[src/rtl/jtag_isp_pkg.sv]
// constants for the in-system configuration port and reset-state logic
// assumes one system clock domain; the test clock arrives as a sampled pin
package jtag_isp_pkg;

    // register byte offsets on the plain register port
    localparam logic [7:0] REG_PM_ZERO = 8'h00;
    localparam logic [7:0] REG_PM_TWO = 8'h04;
    localparam logic [7:0] REG_MEM_MAP = 8'h08;
    localparam logic [7:0] REG_GPIO_OUT = 8'h0C;
    localparam logic [7:0] REG_GPIO_DIR = 8'h10;
    localparam logic [7:0] REG_STATE = 8'h14;
    localparam logic [7:0] REG_IRQ_STAT = 8'h18;
    localparam logic [7:0] REG_IRQ_EN = 8'h1C;
    localparam logic [7:0] REG_IRQ_CLR = 8'h20;

    // field positions and reset values
    localparam int COD_BIT = 7;
    localparam logic [7:0] RST_ZERO = 8'h00;
    localparam logic [7:0] MEM_MAP_INIT = 8'h8F;
    localparam logic [2:0] IRQ_NONE = 3'h0;
    localparam int IRQ_DONE = 0;
    localparam int IRQ_FAIL = 1;
    localparam int IRQ_REFUSED = 2;

    // port c pin positions
    localparam int PIN_MODE = 0;
    localparam int PIN_TCK = 1;
    localparam int PIN_STAT = 3;
    localparam int PIN_ERR = 4;
    localparam int PIN_TDI = 5;
    localparam int PIN_TDO = 6;

    // instruction codes
    localparam logic [3:0] IR_ENABLE = 4'h1;
    localparam logic [3:0] IR_EXIT = 4'h3;
    localparam logic [3:0] IR_PROGRAM = 4'h4;
    localparam logic [3:0] IR_ERASE = 4'h5;
    localparam logic [3:0] IR_READ = 4'h6;
    localparam logic [3:0] IR_CHIP_ERASE = 4'h7;
    localparam logic [3:0] IR_CLR_ERR = 4'h8;
    localparam logic [3:0] IR_DRIVE_MODE = 4'h9;
    localparam logic [3:0] IR_CONFIG = 4'hA;
    localparam logic [3:0] IR_BYPASS = 4'hF;
    localparam logic [3:0] IR_CAPTURE = 4'h1;

    // flash operation kinds
    localparam logic [1:0] OP_PROGRAM = 2'h1;
    localparam logic [1:0] OP_ERASE = 2'h2;
    localparam logic [1:0] OP_CHIP = 2'h3;

    // timing
    localparam int CLK_MHZ = 100;
    localparam int ABORT_US = 25;
    localparam int ABORT_CYC = ABORT_US * CLK_MHZ;
    localparam int FLASH_OP_CYC = 64;

    typedef enum logic [3:0] {
        TAP_RESET = 4'h0, TAP_IDLE = 4'h1, TAP_SEL_DR = 4'h2, TAP_CAP_DR = 4'h3,
        TAP_SHIFT_DR = 4'h4, TAP_EXIT1_DR = 4'h5, TAP_PAUSE_DR = 4'h6, TAP_EXIT2_DR = 4'h7,
        TAP_UPD_DR = 4'h8, TAP_SEL_IR = 4'h9, TAP_CAP_IR = 4'hA, TAP_SHIFT_IR = 4'hB,
        TAP_EXIT1_IR = 4'hC, TAP_PAUSE_IR = 4'hD, TAP_EXIT2_IR = 4'hE, TAP_UPD_IR = 4'hF
    } tap_t;

    typedef enum logic [0:0] {
        FL_IDLE = 1'b0,
        FL_BUSY = 1'b1
    } flash_t;

endpackage

[src/rtl/jtag_isp_port.sv]
// in-system configuration port on port c, flash operation sequencer and reset-state logic
// assumes test clock, mode and data pins and the reset pin come from outside and are synchronised here
`timescale 1ns/1ps
`default_nettype none

module jtag_isp_port #(
    parameter int SECTORS = 12,
    parameter int MAIN_SECTORS = 8,
    parameter int OP_CYC = jtag_isp_pkg::FLASH_OP_CYC
) (
    // clock and power-on reset
    input wire logic clk_sys_i,
    input wire logic nrst_i,
    // external reset pin and power down
    input wire logic rst_pin_n_i,
    input wire logic pdn_i,
    // register port
    input wire logic [7:0] addr_i,
    input wire logic [7:0] wdata_i,
    input wire logic wr_i,
    input wire logic rd_i,
    output logic [7:0] rdata_o,
    // port c pins
    input wire logic [7:0] pc_in_i,
    output logic [7:0] pc_out_o,
    output logic [7:0] pc_oe_n_o,
    // bus drive requests and data/address port enables
    input wire logic data_drive_i,
    input wire logic addr_drive_i,
    output logic data_oe_n_o,
    output logic addr_oe_n_o,
    // flash array
    input wire logic [7:0] flash_rdata_i,
    input wire logic flash_fail_i,
    output logic flash_start_o,
    output logic [1:0] flash_op_o,
    output logic [3:0] flash_sector_o,
    output logic [7:0] flash_data_o,
    // memory map and interrupt
    output logic [7:0] mem_map_o,
    output logic irq_o
);
    import jtag_isp_pkg::*;

    localparam logic [7:0] OP_LAST = 8'(OP_CYC - 1);

    // tap next state
    function automatic tap_t tap_next(input tap_t s, input logic m);
        case (s)
            TAP_RESET: tap_next = m ? TAP_RESET : TAP_IDLE;
            TAP_IDLE: tap_next = m ? TAP_SEL_DR : TAP_IDLE;
            TAP_SEL_DR: tap_next = m ? TAP_SEL_IR : TAP_CAP_DR;
            TAP_CAP_DR: tap_next = m ? TAP_EXIT1_DR : TAP_SHIFT_DR;
            TAP_SHIFT_DR: tap_next = m ? TAP_EXIT1_DR : TAP_SHIFT_DR;
            TAP_EXIT1_DR: tap_next = m ? TAP_UPD_DR : TAP_PAUSE_DR;
            TAP_PAUSE_DR: tap_next = m ? TAP_EXIT2_DR : TAP_PAUSE_DR;
            TAP_EXIT2_DR: tap_next = m ? TAP_UPD_DR : TAP_SHIFT_DR;
            TAP_UPD_DR: tap_next = m ? TAP_SEL_DR : TAP_IDLE;
            TAP_SEL_IR: tap_next = m ? TAP_RESET : TAP_CAP_IR;
            TAP_CAP_IR: tap_next = m ? TAP_EXIT1_IR : TAP_SHIFT_IR;
            TAP_SHIFT_IR: tap_next = m ? TAP_EXIT1_IR : TAP_SHIFT_IR;
            TAP_EXIT1_IR: tap_next = m ? TAP_UPD_IR : TAP_PAUSE_IR;
            TAP_PAUSE_IR: tap_next = m ? TAP_EXIT2_IR : TAP_PAUSE_IR;
            TAP_EXIT2_IR: tap_next = m ? TAP_UPD_IR : TAP_SHIFT_IR;
            TAP_UPD_IR: tap_next = m ? TAP_SEL_DR : TAP_IDLE;
            default: tap_next = TAP_RESET;
        endcase
    endfunction

    // pin synchronisers: stage one feeds stage two; the test clock also feeds stage two into a third for edge detection
    logic tck_s1, tck_s2, tck_s3, tms_s1, tms_s2, tdi_s1, tdi_s2, rst_s1, rst_s2;
    always_ff @(posedge clk_sys_i or negedge nrst_i) begin
        if (!nrst_i) begin
            {tck_s1, tck_s2, tck_s3, tms_s1, tms_s2, tdi_s1, tdi_s2} <= 7'h00;
            {rst_s1, rst_s2} <= 2'h0;
        end else begin
            {tck_s1, tck_s2, tck_s3} <= {pc_in_i[PIN_TCK], tck_s1, tck_s2};
            {tms_s1, tms_s2} <= {pc_in_i[PIN_MODE], tms_s1};
            {tdi_s1, tdi_s2} <= {pc_in_i[PIN_TDI], tdi_s1};
            {rst_s1, rst_s2} <= {rst_pin_n_i, rst_s1};
        end
    end

    wire tck_rise = tck_s2 & ~tck_s3;
    wire tck_fall = ~tck_s2 & tck_s3;
    wire warm = ~rst_s2;

    // state
    tap_t tap;
    flash_t fstate;
    logic [3:0] ir, ir_sh;
    logic [15:0] dr_sh;
    logic bypass_bit, tdo;
    logic jtag_en, ext_en, od_mode, exited, err_flag;
    logic cfg_prog, cfg_jtag, secure;
    logic [SECTORS-1:0] protect;
    logic [7:0] pm_zero, pm_two, mem_map, gpio_out, gpio_dir;
    logic [2:0] irq_stat, irq_en;
    logic [7:0] op_cnt;
    logic [3:0] op_sector;

    // command decode at update-dr
    wire upd_dr = tck_rise & (tap == TAP_UPD_DR);
    wire [3:0] cmd_sector = dr_sh[14:11];
    wire sector_ok = 32'(cmd_sector) < SECTORS;
    wire sector_prot = sector_ok & protect[cmd_sector];
    wire live = jtag_en & upd_dr;
    wire idle_fl = fstate == FL_IDLE;
    wire do_enable = upd_dr & (ir == IR_ENABLE);
    wire do_exit = live & (ir == IR_EXIT);
    wire do_prog = live & (ir == IR_PROGRAM) & ~secure & sector_ok & idle_fl;
    wire do_erase = live & (ir == IR_ERASE) & ~secure & sector_ok & ~sector_prot & idle_fl;
    wire do_chip = live & (ir == IR_CHIP_ERASE) & idle_fl;
    wire do_config = live & (ir == IR_CONFIG) & ~secure;
    wire do_clr_err = live & (ir == IR_CLR_ERR);
    wire do_drive = live & (ir == IR_DRIVE_MODE);
    wire want_op = live & ((ir == IR_PROGRAM) | (ir == IR_ERASE) | (ir == IR_CHIP_ERASE) | (ir == IR_CONFIG));
    wire refused = want_op & ~(do_prog | do_erase | do_chip | do_config);
    wire start_op = do_prog | do_erase | do_chip;
    wire op_done = (fstate == FL_BUSY) & (op_cnt == OP_LAST);
    wire op_fail = op_done & flash_fail_i;

    // read data captured into the shift register; secured part reads back zero
    wire read_ok = jtag_en & ~secure;
    wire [15:0] cap_word = (ir == IR_READ) ? (read_ok ? {8'h00, flash_rdata_i} : 16'h0000)
                         : {9'h000, secure, cfg_jtag, cfg_prog, err_flag, fstate, ext_en, jtag_en};

    // pins belong to jtag on a blank part or when the config bit is set
    wire jtag_pins = ~cfg_prog | cfg_jtag;
    wire shifting = (tap == TAP_SHIFT_DR) | (tap == TAP_SHIFT_IR);
    wire stat_val = idle_fl;
    wire err_val = ~err_flag;

    // port c drive: jtag pins first, gpio elsewhere
    logic [7:0] next_pc_out, next_pc_oe_n;
    always_comb begin
        next_pc_out = gpio_out;
        next_pc_oe_n = ~gpio_dir;
        if (jtag_pins) begin
            next_pc_out[PIN_MODE] = 1'b0;
            next_pc_oe_n[PIN_MODE] = 1'b1;
            next_pc_out[PIN_TCK] = 1'b0;
            next_pc_oe_n[PIN_TCK] = 1'b1;
            next_pc_out[PIN_TDI] = 1'b0;
            next_pc_oe_n[PIN_TDI] = 1'b1;
            next_pc_out[PIN_TDO] = tdo;
            next_pc_oe_n[PIN_TDO] = ~(jtag_en & shifting);
            if (ext_en) begin
                next_pc_out[PIN_STAT] = stat_val;
                next_pc_oe_n[PIN_STAT] = od_mode & stat_val;
                next_pc_out[PIN_ERR] = err_val;
                next_pc_oe_n[PIN_ERR] = od_mode & err_val;
            end
        end
    end

    // tap, instruction and data shift path; warm reset clears it, though not the power mode or configuration bits
    always_ff @(posedge clk_sys_i or negedge nrst_i) begin
        if (!nrst_i) begin
            tap <= TAP_RESET;
            {ir, ir_sh} <= {IR_BYPASS, 4'h0};
            {dr_sh, bypass_bit, tdo} <= 18'h0_0000;
        end else if (warm) begin
            tap <= TAP_RESET;
            {ir, ir_sh} <= {IR_BYPASS, 4'h0};
            {dr_sh, bypass_bit, tdo} <= 18'h0_0000;
        end else if (tck_rise) begin
            tap <= tap_next(tap, tms_s2);
            case (tap)
                TAP_RESET: ir <= IR_BYPASS;
                TAP_CAP_IR: ir_sh <= IR_CAPTURE;
                TAP_SHIFT_IR: ir_sh <= {tdi_s2, ir_sh[3:1]};
                TAP_UPD_IR: ir <= ir_sh;
                TAP_CAP_DR: {dr_sh, bypass_bit} <= {cap_word, 1'b0};
                TAP_SHIFT_DR: {dr_sh, bypass_bit} <= {tdi_s2, dr_sh[15:1], tdi_s2};
                default: ir <= ir;
            endcase
        end else if (tck_fall) begin
            // data out changes on the falling test clock so the controller samples it settled
            tdo <= (tap == TAP_SHIFT_IR) ? ir_sh[0] : ((ir == IR_BYPASS) ? bypass_bit : dr_sh[0]);
        end
    end

    // channel enable, drive mode, error latch and configuration bits
    always_ff @(posedge clk_sys_i or negedge nrst_i) begin
        if (!nrst_i) begin
            {jtag_en, ext_en, od_mode, exited, err_flag} <= 5'h00;
            {cfg_prog, cfg_jtag, secure} <= 3'h0;
            protect <= '0;
        end else begin
            if (warm) begin
                {jtag_en, ext_en, od_mode} <= 3'h0;
                if (exited) begin
                    err_flag <= 1'b0;
                    exited <= 1'b0;
                end
            end else begin
                if (do_enable) begin
                    jtag_en <= 1'b1;
                    ext_en <= dr_sh[15];
                end
                if (do_exit) begin
                    {jtag_en, ext_en} <= 2'h0;
                    exited <= 1'b1;
                end
                if (do_drive) od_mode <= dr_sh[15];
                // a failure in the same cycle as a clear keeps the pin low
                if (op_fail) err_flag <= 1'b1;
                else if (do_clr_err) err_flag <= 1'b0;
            end
            if (do_config) begin
                {cfg_prog, cfg_jtag, secure} <= {1'b1, dr_sh[15], dr_sh[14]};
                protect <= dr_sh[SECTORS-1:0];
            end else if (do_chip) begin
                {cfg_prog, cfg_jtag, secure} <= 3'h0;
                protect <= '0;
            end
        end
    end

    // flash sequencer; the reset pin drops any operation straight back to read mode
    always_ff @(posedge clk_sys_i or negedge nrst_i) begin
        if (!nrst_i) begin
            fstate <= FL_IDLE;
            {op_cnt, op_sector} <= 12'h000;
            {flash_start_o, flash_op_o, flash_sector_o, flash_data_o} <= 15'h0000;
        end else if (warm) begin
            fstate <= FL_IDLE;
            {op_cnt, flash_start_o} <= 9'h000;
        end else begin
            flash_start_o <= start_op;
            if (start_op) begin
                fstate <= FL_BUSY;
                op_cnt <= 8'h00;
                op_sector <= cmd_sector;
                flash_op_o <= do_prog ? OP_PROGRAM : (do_erase ? OP_ERASE : OP_CHIP);
                flash_sector_o <= cmd_sector;
                flash_data_o <= dr_sh[7:0];
            end else if (op_done) begin
                fstate <= FL_IDLE;
            end else if (fstate == FL_BUSY) begin
                op_cnt <= op_cnt + 8'h01;
            end
        end
    end

    // register port decode; writes are held off in power down so registers stay put
    wire wr_ok = wr_i & ~pdn_i & ~warm;
    wire wr_pm0 = wr_ok & (addr_i == REG_PM_ZERO);
    wire wr_pm2 = wr_ok & (addr_i == REG_PM_TWO);
    wire wr_map = wr_ok & (addr_i == REG_MEM_MAP);
    wire wr_gout = wr_ok & (addr_i == REG_GPIO_OUT);
    wire wr_gdir = wr_ok & (addr_i == REG_GPIO_DIR);
    wire wr_ien = wr_ok & (addr_i == REG_IRQ_EN);
    wire wr_iclr = wr_ok & (addr_i == REG_IRQ_CLR);
    wire [2:0] irq_set = {refused, op_fail, op_done};
    wire [7:0] state_word = {1'b0, jtag_pins, secure, cfg_prog, err_flag, fstate, ext_en, jtag_en};
    wire [7:0] rd_word = (addr_i == REG_PM_ZERO) ? pm_zero :
                         (addr_i == REG_PM_TWO) ? pm_two :
                         (addr_i == REG_MEM_MAP) ? mem_map :
                         (addr_i == REG_GPIO_OUT) ? gpio_out :
                         (addr_i == REG_GPIO_DIR) ? gpio_dir :
                         (addr_i == REG_STATE) ? state_word :
                         (addr_i == REG_IRQ_STAT) ? {5'h00, irq_stat} :
                         (addr_i == REG_IRQ_EN) ? {5'h00, irq_en} : 8'h00;

    // power mode registers clear only at power-on
    always_ff @(posedge clk_sys_i or negedge nrst_i) begin
        if (!nrst_i) begin
            {pm_zero, pm_two} <= {RST_ZERO, RST_ZERO};
        end else begin
            if (wr_pm0) pm_zero <= wdata_i;
            if (wr_pm2) pm_two <= wdata_i;
        end
    end

    // other registers reload on both resets (memory map to 0x0F, the rest to zero); code select bit always comes up zero
    always_ff @(posedge clk_sys_i or negedge nrst_i) begin
        if (!nrst_i) begin
            mem_map <= MEM_MAP_INIT & ~(8'h01 << COD_BIT);
            {gpio_out, gpio_dir} <= {RST_ZERO, RST_ZERO};
            {irq_stat, irq_en} <= {IRQ_NONE, IRQ_NONE};
        end else if (warm) begin
            mem_map <= MEM_MAP_INIT & ~(8'h01 << COD_BIT);
            {gpio_out, gpio_dir} <= {RST_ZERO, RST_ZERO};
            {irq_stat, irq_en} <= {IRQ_NONE, IRQ_NONE};
        end else begin
            if (wr_map) mem_map <= wdata_i;
            if (wr_gout) gpio_out <= wdata_i;
            if (wr_gdir) gpio_dir <= wdata_i;
            if (wr_ien) irq_en <= wdata_i[2:0];
            // new events win over a clear in the same cycle
            irq_stat <= (irq_stat & ~(wr_iclr ? wdata_i[2:0] : IRQ_NONE)) | irq_set;
        end
    end

    // registered outputs; address and data ports float at every reset
    always_ff @(posedge clk_sys_i or negedge nrst_i) begin
        if (!nrst_i) begin
            rdata_o <= 8'h00;
            {pc_out_o, pc_oe_n_o} <= 16'h00FF;
            {data_oe_n_o, addr_oe_n_o, irq_o} <= 3'h6;
            mem_map_o <= 8'h00;
        end else begin
            rdata_o <= rd_i ? rd_word : 8'h00;
            pc_out_o <= next_pc_out;
            pc_oe_n_o <= warm ? 8'hFF : next_pc_oe_n;
            data_oe_n_o <= ~(data_drive_i & ~pdn_i & ~warm);
            addr_oe_n_o <= ~(addr_drive_i & ~warm);
            irq_o <= |(irq_stat & irq_en);
            mem_map_o <= mem_map;
        end
    end

    // helper: cycles busy since the reset pin fell
    logic [15:0] abort_cnt;
    always_ff @(posedge clk_sys_i or negedge nrst_i) begin
        if (!nrst_i) abort_cnt <= 16'h0000;
        else if (warm && fstate == FL_BUSY) abort_cnt <= abort_cnt + 16'h0001;
        else abort_cnt <= 16'h0000;
    end

    abort_bound_a: assert property (@(posedge clk_sys_i) disable iff (!nrst_i)
        32'(abort_cnt) < ABORT_CYC) else $error("flash abort too slow");
    abort_read_a: assert property (@(posedge clk_sys_i) disable iff (!nrst_i)
        warm |=> fstate == FL_IDLE ##1 pc_out_o[PIN_STAT] || !ext_en) else $error("no read mode after reset");
    cod_clear_a: assert property (@(posedge clk_sys_i) disable iff (!nrst_i)
        warm |=> !mem_map[COD_BIT]) else $error("code select not cleared");
    pm_keep_a: assert property (@(posedge clk_sys_i) disable iff (!nrst_i)
        warm |=> pm_zero == $past(pm_zero) && pm_two == $past(pm_two)) else $error("power mode lost");
    io_input_a: assert property (@(posedge clk_sys_i) disable iff (!nrst_i)
        warm |=> pc_oe_n_o == 8'hFF && data_oe_n_o && addr_oe_n_o) else $error("pins driven in reset");
    tdo_quiet_a: assert property (@(posedge clk_sys_i) disable iff (!nrst_i)
        !jtag_en && jtag_pins |=> pc_oe_n_o[PIN_TDO]) else $error("tdo driven before enable");
    tdo_drive_a: assert property (@(posedge clk_sys_i) disable iff (!nrst_i)
        jtag_en && jtag_pins && tap == TAP_SHIFT_DR && !warm |=> !pc_oe_n_o[PIN_TDO]) else $error("tdo silent");
    ext_off_a: assert property (@(posedge clk_sys_i) disable iff (!nrst_i)
        !ext_en && jtag_pins && !gpio_dir[PIN_STAT] |=> pc_oe_n_o[PIN_STAT]) else $error("status pin driven");
    err_pin_a: assert property (@(posedge clk_sys_i) disable iff (!nrst_i)
        err_flag && ext_en && jtag_pins && !warm |=> !pc_out_o[PIN_ERR] && !pc_oe_n_o[PIN_ERR])
        else $error("error pin not low");
    busy_pin_a: assert property (@(posedge clk_sys_i) disable iff (!nrst_i)
        fstate == FL_BUSY && ext_en && jtag_pins |=> !pc_out_o[PIN_STAT]) else $error("status high while busy");
    secure_block_a: assert property (@(posedge clk_sys_i) disable iff (!nrst_i)
        upd_dr && secure && ir != IR_CHIP_ERASE |=> !flash_start_o) else $error("secured op started");
    prot_block_a: assert property (@(posedge clk_sys_i) disable iff (!nrst_i)
        upd_dr && ir == IR_ERASE && sector_prot |=> !flash_start_o) else $error("protected erase");
    chip_clear_a: assert property (@(posedge clk_sys_i) disable iff (!nrst_i)
        do_chip |=> !secure && !cfg_prog && protect == '0) else $error("chip erase left config");
    err_hold_a: assert property (@(posedge clk_sys_i) disable iff (!nrst_i)
        err_flag && !do_clr_err && !warm |=> err_flag) else $error("error flag dropped");
    en_hold_a: assert property (@(posedge clk_sys_i) disable iff (!nrst_i)
        !jtag_en && !do_enable |=> !jtag_en) else $error("channel enabled without command");

endmodule
`default_nettype wire

[config.mk]
export PLATFORM = sky130hd
export DESIGN_NAME = jtag_isp_port
export DESIGN_NICKNAME = d
export VERILOG_FILES = /design/src/rtl/jtag_isp_pkg.sv /design/src/rtl/jtag_isp_port.sv
export SDC_FILE = /design/constraint.sdc
export NUM_CORES = 1
export LEC_CHECK = 0
export ABC_AREA = 0
export BUFFER_PORTS_ARGS = -buffer_cell sky130_fd_sc_hd__buf_2
export CAP_MARGIN = 5
export CORE_MARGIN = 1.5
export CORE_UTILIZATION = 45
export CTS_CLUSTER_SIZE = 30
export DETAILED_ROUTE_END_ITERATION = 7
export HOLD_SLACK_MARGIN = 0.08
export PLACE_DENSITY = 0.71
export RECOVER_POWER = 25
export REMOVE_ABC_BUFFERS = 1
export SYNTH_ARGS = -nofsm -noshare
export SYNTH_HDL_FRONTEND = slang
export SYNTH_SLANG_ARGS = --single-unit
[constraint.sdc]
create_clock -name clk_sys_i -period 4.6 [get_ports clk_sys_i]
set_input_delay 0.92 -clock clk_sys_i [delete_from_list [all_inputs] [get_ports clk_sys_i]]
set_output_delay 0.92 -clock clk_sys_i [all_outputs]
set_load 0.01 [all_outputs]
==> qor.yml, run 1 <==
outcome: "finished, violations left"
violations: "max-capacitance violations, max-slew violations"
synth-seq-cells: 163
grt_pass1_wl_mm: 29.6
ys.flop_type: "dfrtp_1"
cp-startpoint: "nrst_i"
grt_pass1_vias: 5488
relSlewSlack_pct: -79.6
setup_viol: 0
grt-ovfl-total: 0
finalWeightedCongestion: 0.850
wirelength_mm: 18.1
rsz0062_at_grt: "false"
ioPinCount: 91
fp.dieArea_um2: 17400
syn_area_um2: 7480
path_cells: "clkbuf_2"
numCtsBuffers: 17
clock.fmax_ghz: 0.345
clock_sinks: 163
nFillCells: 1396
cts_hold_buf: 0
yosysTopAreaCell: "dfrtp_1"
power_mw: 2.93
nets: 809
path_buf_inv: 1
synth_cell_type_count: 73
drt_iter0_markers: 521
vias: 5769
clk_latency_ps: 430
vias_per_cell: 5.79
dp_hpwl_mm: 11.9
finalHoldViolCount: 0
place_ws_ps: 1370
cts_setup_buffers: 0
cts_buffer_depth: 2
antenna_found_initial: 0
final_cells: 996
seq_area_frac_synth_pct: 54.8
area_growth_pct: 14.7
worst_pin_slew_ps: 2690
min_period_ps: 2900
antenna_left: 0
cap_violations: 2
fin_area_um2: 8580
n_antenna_cell: 0
hold_start: "rst_s1"
clkPwrFrac_pct: 46.4
drt-wirelength-per-cell_um: 18.1
leakagePower_nw: 3.88
critPathArrivalTime_ps: 2860
power_frac_seq_pct: 49.6
cts_resized: 0
synthArstFlopShare_pct: 100
drive_gt1_share_pct: 23.8
power_frac_comb_pct: 4.0
slowest_stage: "clkbuf_2"
synth_edf_count: 0
tns_ps: 0
clk_pin_slew_ps: 60
die_w_um: 132
dpl-instance-area_um2: 8030
intPower_mw: 2.27
drv_slew: 141
fin_crit_sh_pct: 63.1
cp-end-kind: "asynchronous set/reset pin"
firstDrtPassIters: 5
whs_ps: 346
cp_top_family: "buffers and inverters"
netlist.area_leader.share_pct: 48.5
tritoncts: "done"
ir_drop_v: 0.000276
start_util_pct: 46.6
final.setup.worst_slack_ps: 1700
slowest_delay_ps: 1860
cp_data_required_time_ps: 4560
ys_top_cells_by_area: "dfrtp_1 48%, dfstp_2 6.3%, nand2_1 4.5%"
row_count: 46
htreeDepth: 4
avgSynthCellArea_um2: 10.7
drc: 0
dp_cells: 964
fp.dieH_um: 132
ys_warn_count: 0
start_kind: "input pin"
power.density_nw_per_um2: 341
grt.total_usage_pct: 21.7
fin_worst_skew_ps: 6.39
hp-class: "reg2reg"
cts_root_buf: "clkbuf_16"
timing.rr.start: "rst_s2"
port_buffers: 85
largest_reg_flops: 16
utilization_pct: 53.5
netlist_instances: 701
netSwitchingFraction_pct: 22.4
worstPathMaxFanout: 109
grt_max_degree: 110
crit_type: "in2async"
core_um2: 16100
p_sw_mw: 0.657
-- worst paths after layout --
kind | slack (ps) | cells past startpoint | end
worst min register to register | 350 | 0 | rst_s2
max in group clk_sys_i | 1760 | 6 | mem_map[4]
min in group asynchronous | 1340 | 1 | pc_out_o[0]
worst min-delay path | 350 | 0 | rst_s2
worst max register to register | 1790 | 3 | flash_data_o[2]
worst max-delay path | 1700 | 1 | protect[6]
-- metal layers --
| layer | up-vias | wire [µm] | part of all wire [%] | track usage [%] |
|---|---|---|---|---|
| li1 | 2657 | - | - | - |
| met1 | 2869 | 8120 | 45 | 29.9 |
| met2 | 218 | 8620 | 48 | 34.2 |
| met3 | 25 | 1100 | 6.1 | 5.27 |
| met4 | 0 | 225 | 1.2 | 6.11 |
| met5 | - | 0 | 0 | 0 |
-- final cells by class --
class / instances / area [µm²] / share of cell area [%]
clock buffers: 23 / 488 / 5.68
clock inverters: 9 / 78.8 / 0.918
inverters: 15 / 56.3 / 0.656
multi-input cells: 480 / 3120 / 36.3
flip-flops and latches: 163 / 4100 / 47.8
well taps: 216 / 270 / 3.15
repair buffers: 90 / 472 / 5.49
-- layout by cell type (no fill, tap or decap), types with 11 or more instances in the layout --
| cell | instances |
|---|---|
| a21oi_1 | 55 |
| a22o_1 | 18 |
| buf_2 | 84 |
| clkbuf_16 | 17 |
| dfrtp_1 | 145 |
| dfstp_2 | 14 |
| inv_1 | 15 |
| mux2_2 | 23 |
| mux2i_1 | 12 |
| nand2_1 | 89 |
| nand3_1 | 45 |
| nor2_1 | 41 |
| nor2b_1 | 15 |
| nor3_1 | 11 |
| o21ai_0 | 14 |
| o22ai_1 | 12 |
| or3_1 | 12 |
-- worst reg2reg max path, cell delays in order, from the launching register on --
cell	delay, ps
dfrtp_1	540
clkbuf_1	1200
a41o_4	590
mux2_2	370
-- power by group through the flow --
stage               clock [mW]  sequential [mW]  combinational [mW]
finish                    1.36             1.45               0.116
CTS                       1.38             1.45               0.118
detailed placement           0             1.48               0.117
global route              1.45             1.45               0.130
floorplan                    0             1.48              0.0351
global placement             0             1.48               0.116
-- synth_stat cells, types with 4 or more instances --
cell,n
a22o_1,18
inv_1,15
mux2_4,9
nand2b_1,6
dfstp_2,18
a31oi_1,8
nand4_1,6
a311oi_1,7
or3_1,12
buf_2,8
clkbuf_1,25
mux4_2,5
dfrtp_1,145
mux2i_1,12
nor2b_1,15
a21o_1,5
nand3b_1,4
o22ai_1,12
buf_1,5
and3_1,9
nor2_1,41
o21ai_0,14
nor3_1,11
a21oi_1,55
nor4_1,4
and2_1,8
nand3_1,45
nand2_1,89
mux2_2,23
a211oi_1,5
-- kinds of logic (layout without fill, tap and decap cells) --
logic type,count (synthesis),count (layout),synth area share (%)
buffers and inverters,58,137,3.53
adder cells (fa/ha/maj),1,1,0.167
XOR/XNOR,5,5,0.585
multiplexers,50,50,8.73
AND/OR/NAND/NOR,272,272,18.6
AO/OA/AOI/OAI,152,152,13.6
flip-flops,163,163,54.8
No activity file was read; power rests on OpenSTA's default activity.
==> inputs of run 2 (changes only) <==
Clock period 4.6 ns to 2.8 ns, I/O delays scaled along.
==> run 2 against run 1 <==
The run still ends with max-capacitance violations, max-slew violations left; via count about the same; final area increased by 2.0%; register-to-register slack got worse by 1400 ps; critical endpoint is now flash_data_o[1]; highest routed layer unchanged; first-iteration DRC count increased by 3.6%; largest cell class unchanged; sequential cell count unchanged; power increased by 65%.
==> qor.yml, run 2 (synthesized netlist as in run 1, its figures left out) <==
ioPinCount: 91  # unchanged
nets: 831  # +2.7%
fin_worst_skew_ps: 9.50  # +3.11 ps
clk_pin_slew_ps: 60  # about the same
clk_latency_ps: 420  # about the same
fp.dieH_um: 132  # unchanged
clock.fmax_ghz: 0.417
leakagePower_nw: 3.99  # +3.1%
antenna_found_initial: 0  # unchanged
critPathArrivalTime_ps: 2700  # -160 ps
ir_drop_v: 0.000445  # +61%
numCtsBuffers: 17  # unchanged
n_antenna_cell: 0  # unchanged
area_growth_pct: 17.0
vias: 5766  # -0.052%
grt-ovfl-total: 0  # unchanged
tritoncts: "done"
setup_viol: 0  # unchanged
dp_hpwl_mm: 12.4  # +4.0%
fp.dieArea_um2: 17400  # unchanged
drive_gt1_share_pct: 25.7  # +1.8 points
cp_data_required_time_ps: 3100  # -1460 ps
clock_sinks: 163  # unchanged
finalHoldViolCount: 0  # unchanged
firstDrtPassIters: 6  # +1
grt_max_degree: 70  # -36%
drt-wirelength-per-cell_um: 17.9  # -1.1%
grt_pass1_vias: 5673  # +3.4%
finalWeightedCongestion: 0.871  # +2.5%
drv_slew: 69  # -51%
violations: "max-capacitance violations, max-slew violations"
vias_per_cell: 5.66  # -2.2%
start_kind: "flip-flop"
start_util_pct: 46.6  # unchanged
cts_hold_buf: 0  # unchanged
core_um2: 16100  # unchanged
crit_type: "reg2reg"
port_buffers: 85  # unchanged
cts_buffer_depth: 2  # unchanged
drt_iter0_markers: 540  # +3.6%
grt.total_usage_pct: 21.6  # -0.050 points
power.density_nw_per_um2: 551  # +62%
row_count: 46  # unchanged
worstPathMaxFanout: 13  # -88%
cts_resized: 0  # unchanged
cp-end-kind: "flip-flop"
cap_violations: 1  # -1
relSlewSlack_pct: -13.1  # +67 points
wirelength_mm: 18.3  # +1.1%
cts_setup_buffers: 0  # unchanged
rsz0062_at_grt: "false"
die_w_um: 132  # unchanged
hp-class: "in2reg"
final_common_cell: "dfrtp_1"
worst_pin_slew_ps: 1700  # -998 ps
utilization_pct: 54.5  # +1.1 points
min_period_ps: 2400
tns_ps: 0  # unchanged
drc: 0  # unchanged
outcome: "finished, violations left"
htreeDepth: 4  # unchanged
mostFrequentLayoutCells: "145 x dfrtp_1, 89 x nand2_1, 84 x buf_2"
antenna_left: 0  # unchanged
grt_pass1_wl_mm: 29.5  # -0.37%
largest_reg_flops: 16  # unchanged
fin_crit_sh_pct: 85.6
cts_root_buf: "clkbuf_16"
[run 2: critical path, stage by stage, from the launching register on]
cell and delay, ps:
dfrtp_1 480, a2111oi_1 580, o2111ai_1 340, nor2_2 210
a41o_4 290, mux2_2 370
[run 2: cell type report]
| type | instances | area (µm²) |
|---|---|---|
| timing repair buffer | 112 | 637 |
| tap | 216 | 270 |
| clock inverter | 5 | 50.0 |
| clock buffer | 27 | 523 |
| multi-input combinational | 480 | 3120 |
| inverter | 15 | 56.3 |
| fill | 1393 | 7300 |
| sequential | 163 | 4100 |
[run 2: worst paths after layout]
kind,slack (ps),cells past startpoint,endpoint,start
min in group asynchronous,590,1,pc_out_o[0],nrst_i
hold reg to reg,350,0,rst_s2,rst_s1
hold / removal,240,1,rst_s1,rst_pin_n_i
setup reg to reg,400,5,flash_data_o[1],dr_sh[13]
setup / recovery,400,5,flash_data_o[1],dr_sh[13]
max in group asynchronous,1020,2,addr_oe_n_o,nrst_i
[run 2: metrics by stage]
stage | instances | hold WS (ps) | setup slack [ps] | area (µm²) | power (mW)
2_1_floorplan | 658 | 264 | 378 | 7280 | 2.49
3_3_place_gp | 986 | 333 | 465 | 8190 | 2.63
3_5_place_dp | 986 | 337 | 420 | 8190 | 2.63
4_1_cts | 1018 | 159 | 403 | 8770 | 4.87
5_1_grt | 1018 | 222 | 295 | 8760 | 4.99
6_report | 1018 | 243 | 403 | 8760 | 4.83
[run 2: metal layers]
metal	track usage [%]	vias up	share of wire, %
met3	5.27	24	5.7
met2	36.0	205	48
met4	5.00	0	1.2
met1	28.6	2832	45
met5	0	-	0
li1	-	2705	-
[run 2: power breakdown]
part	internal, mW	total [mW]	leakage (nW)	switching [mW]
registers	2.37	2.39	2.16	0.0156
logic	0.0624	0.207	1.54	0.145
clock network	1.36	2.23	0.287	0.874
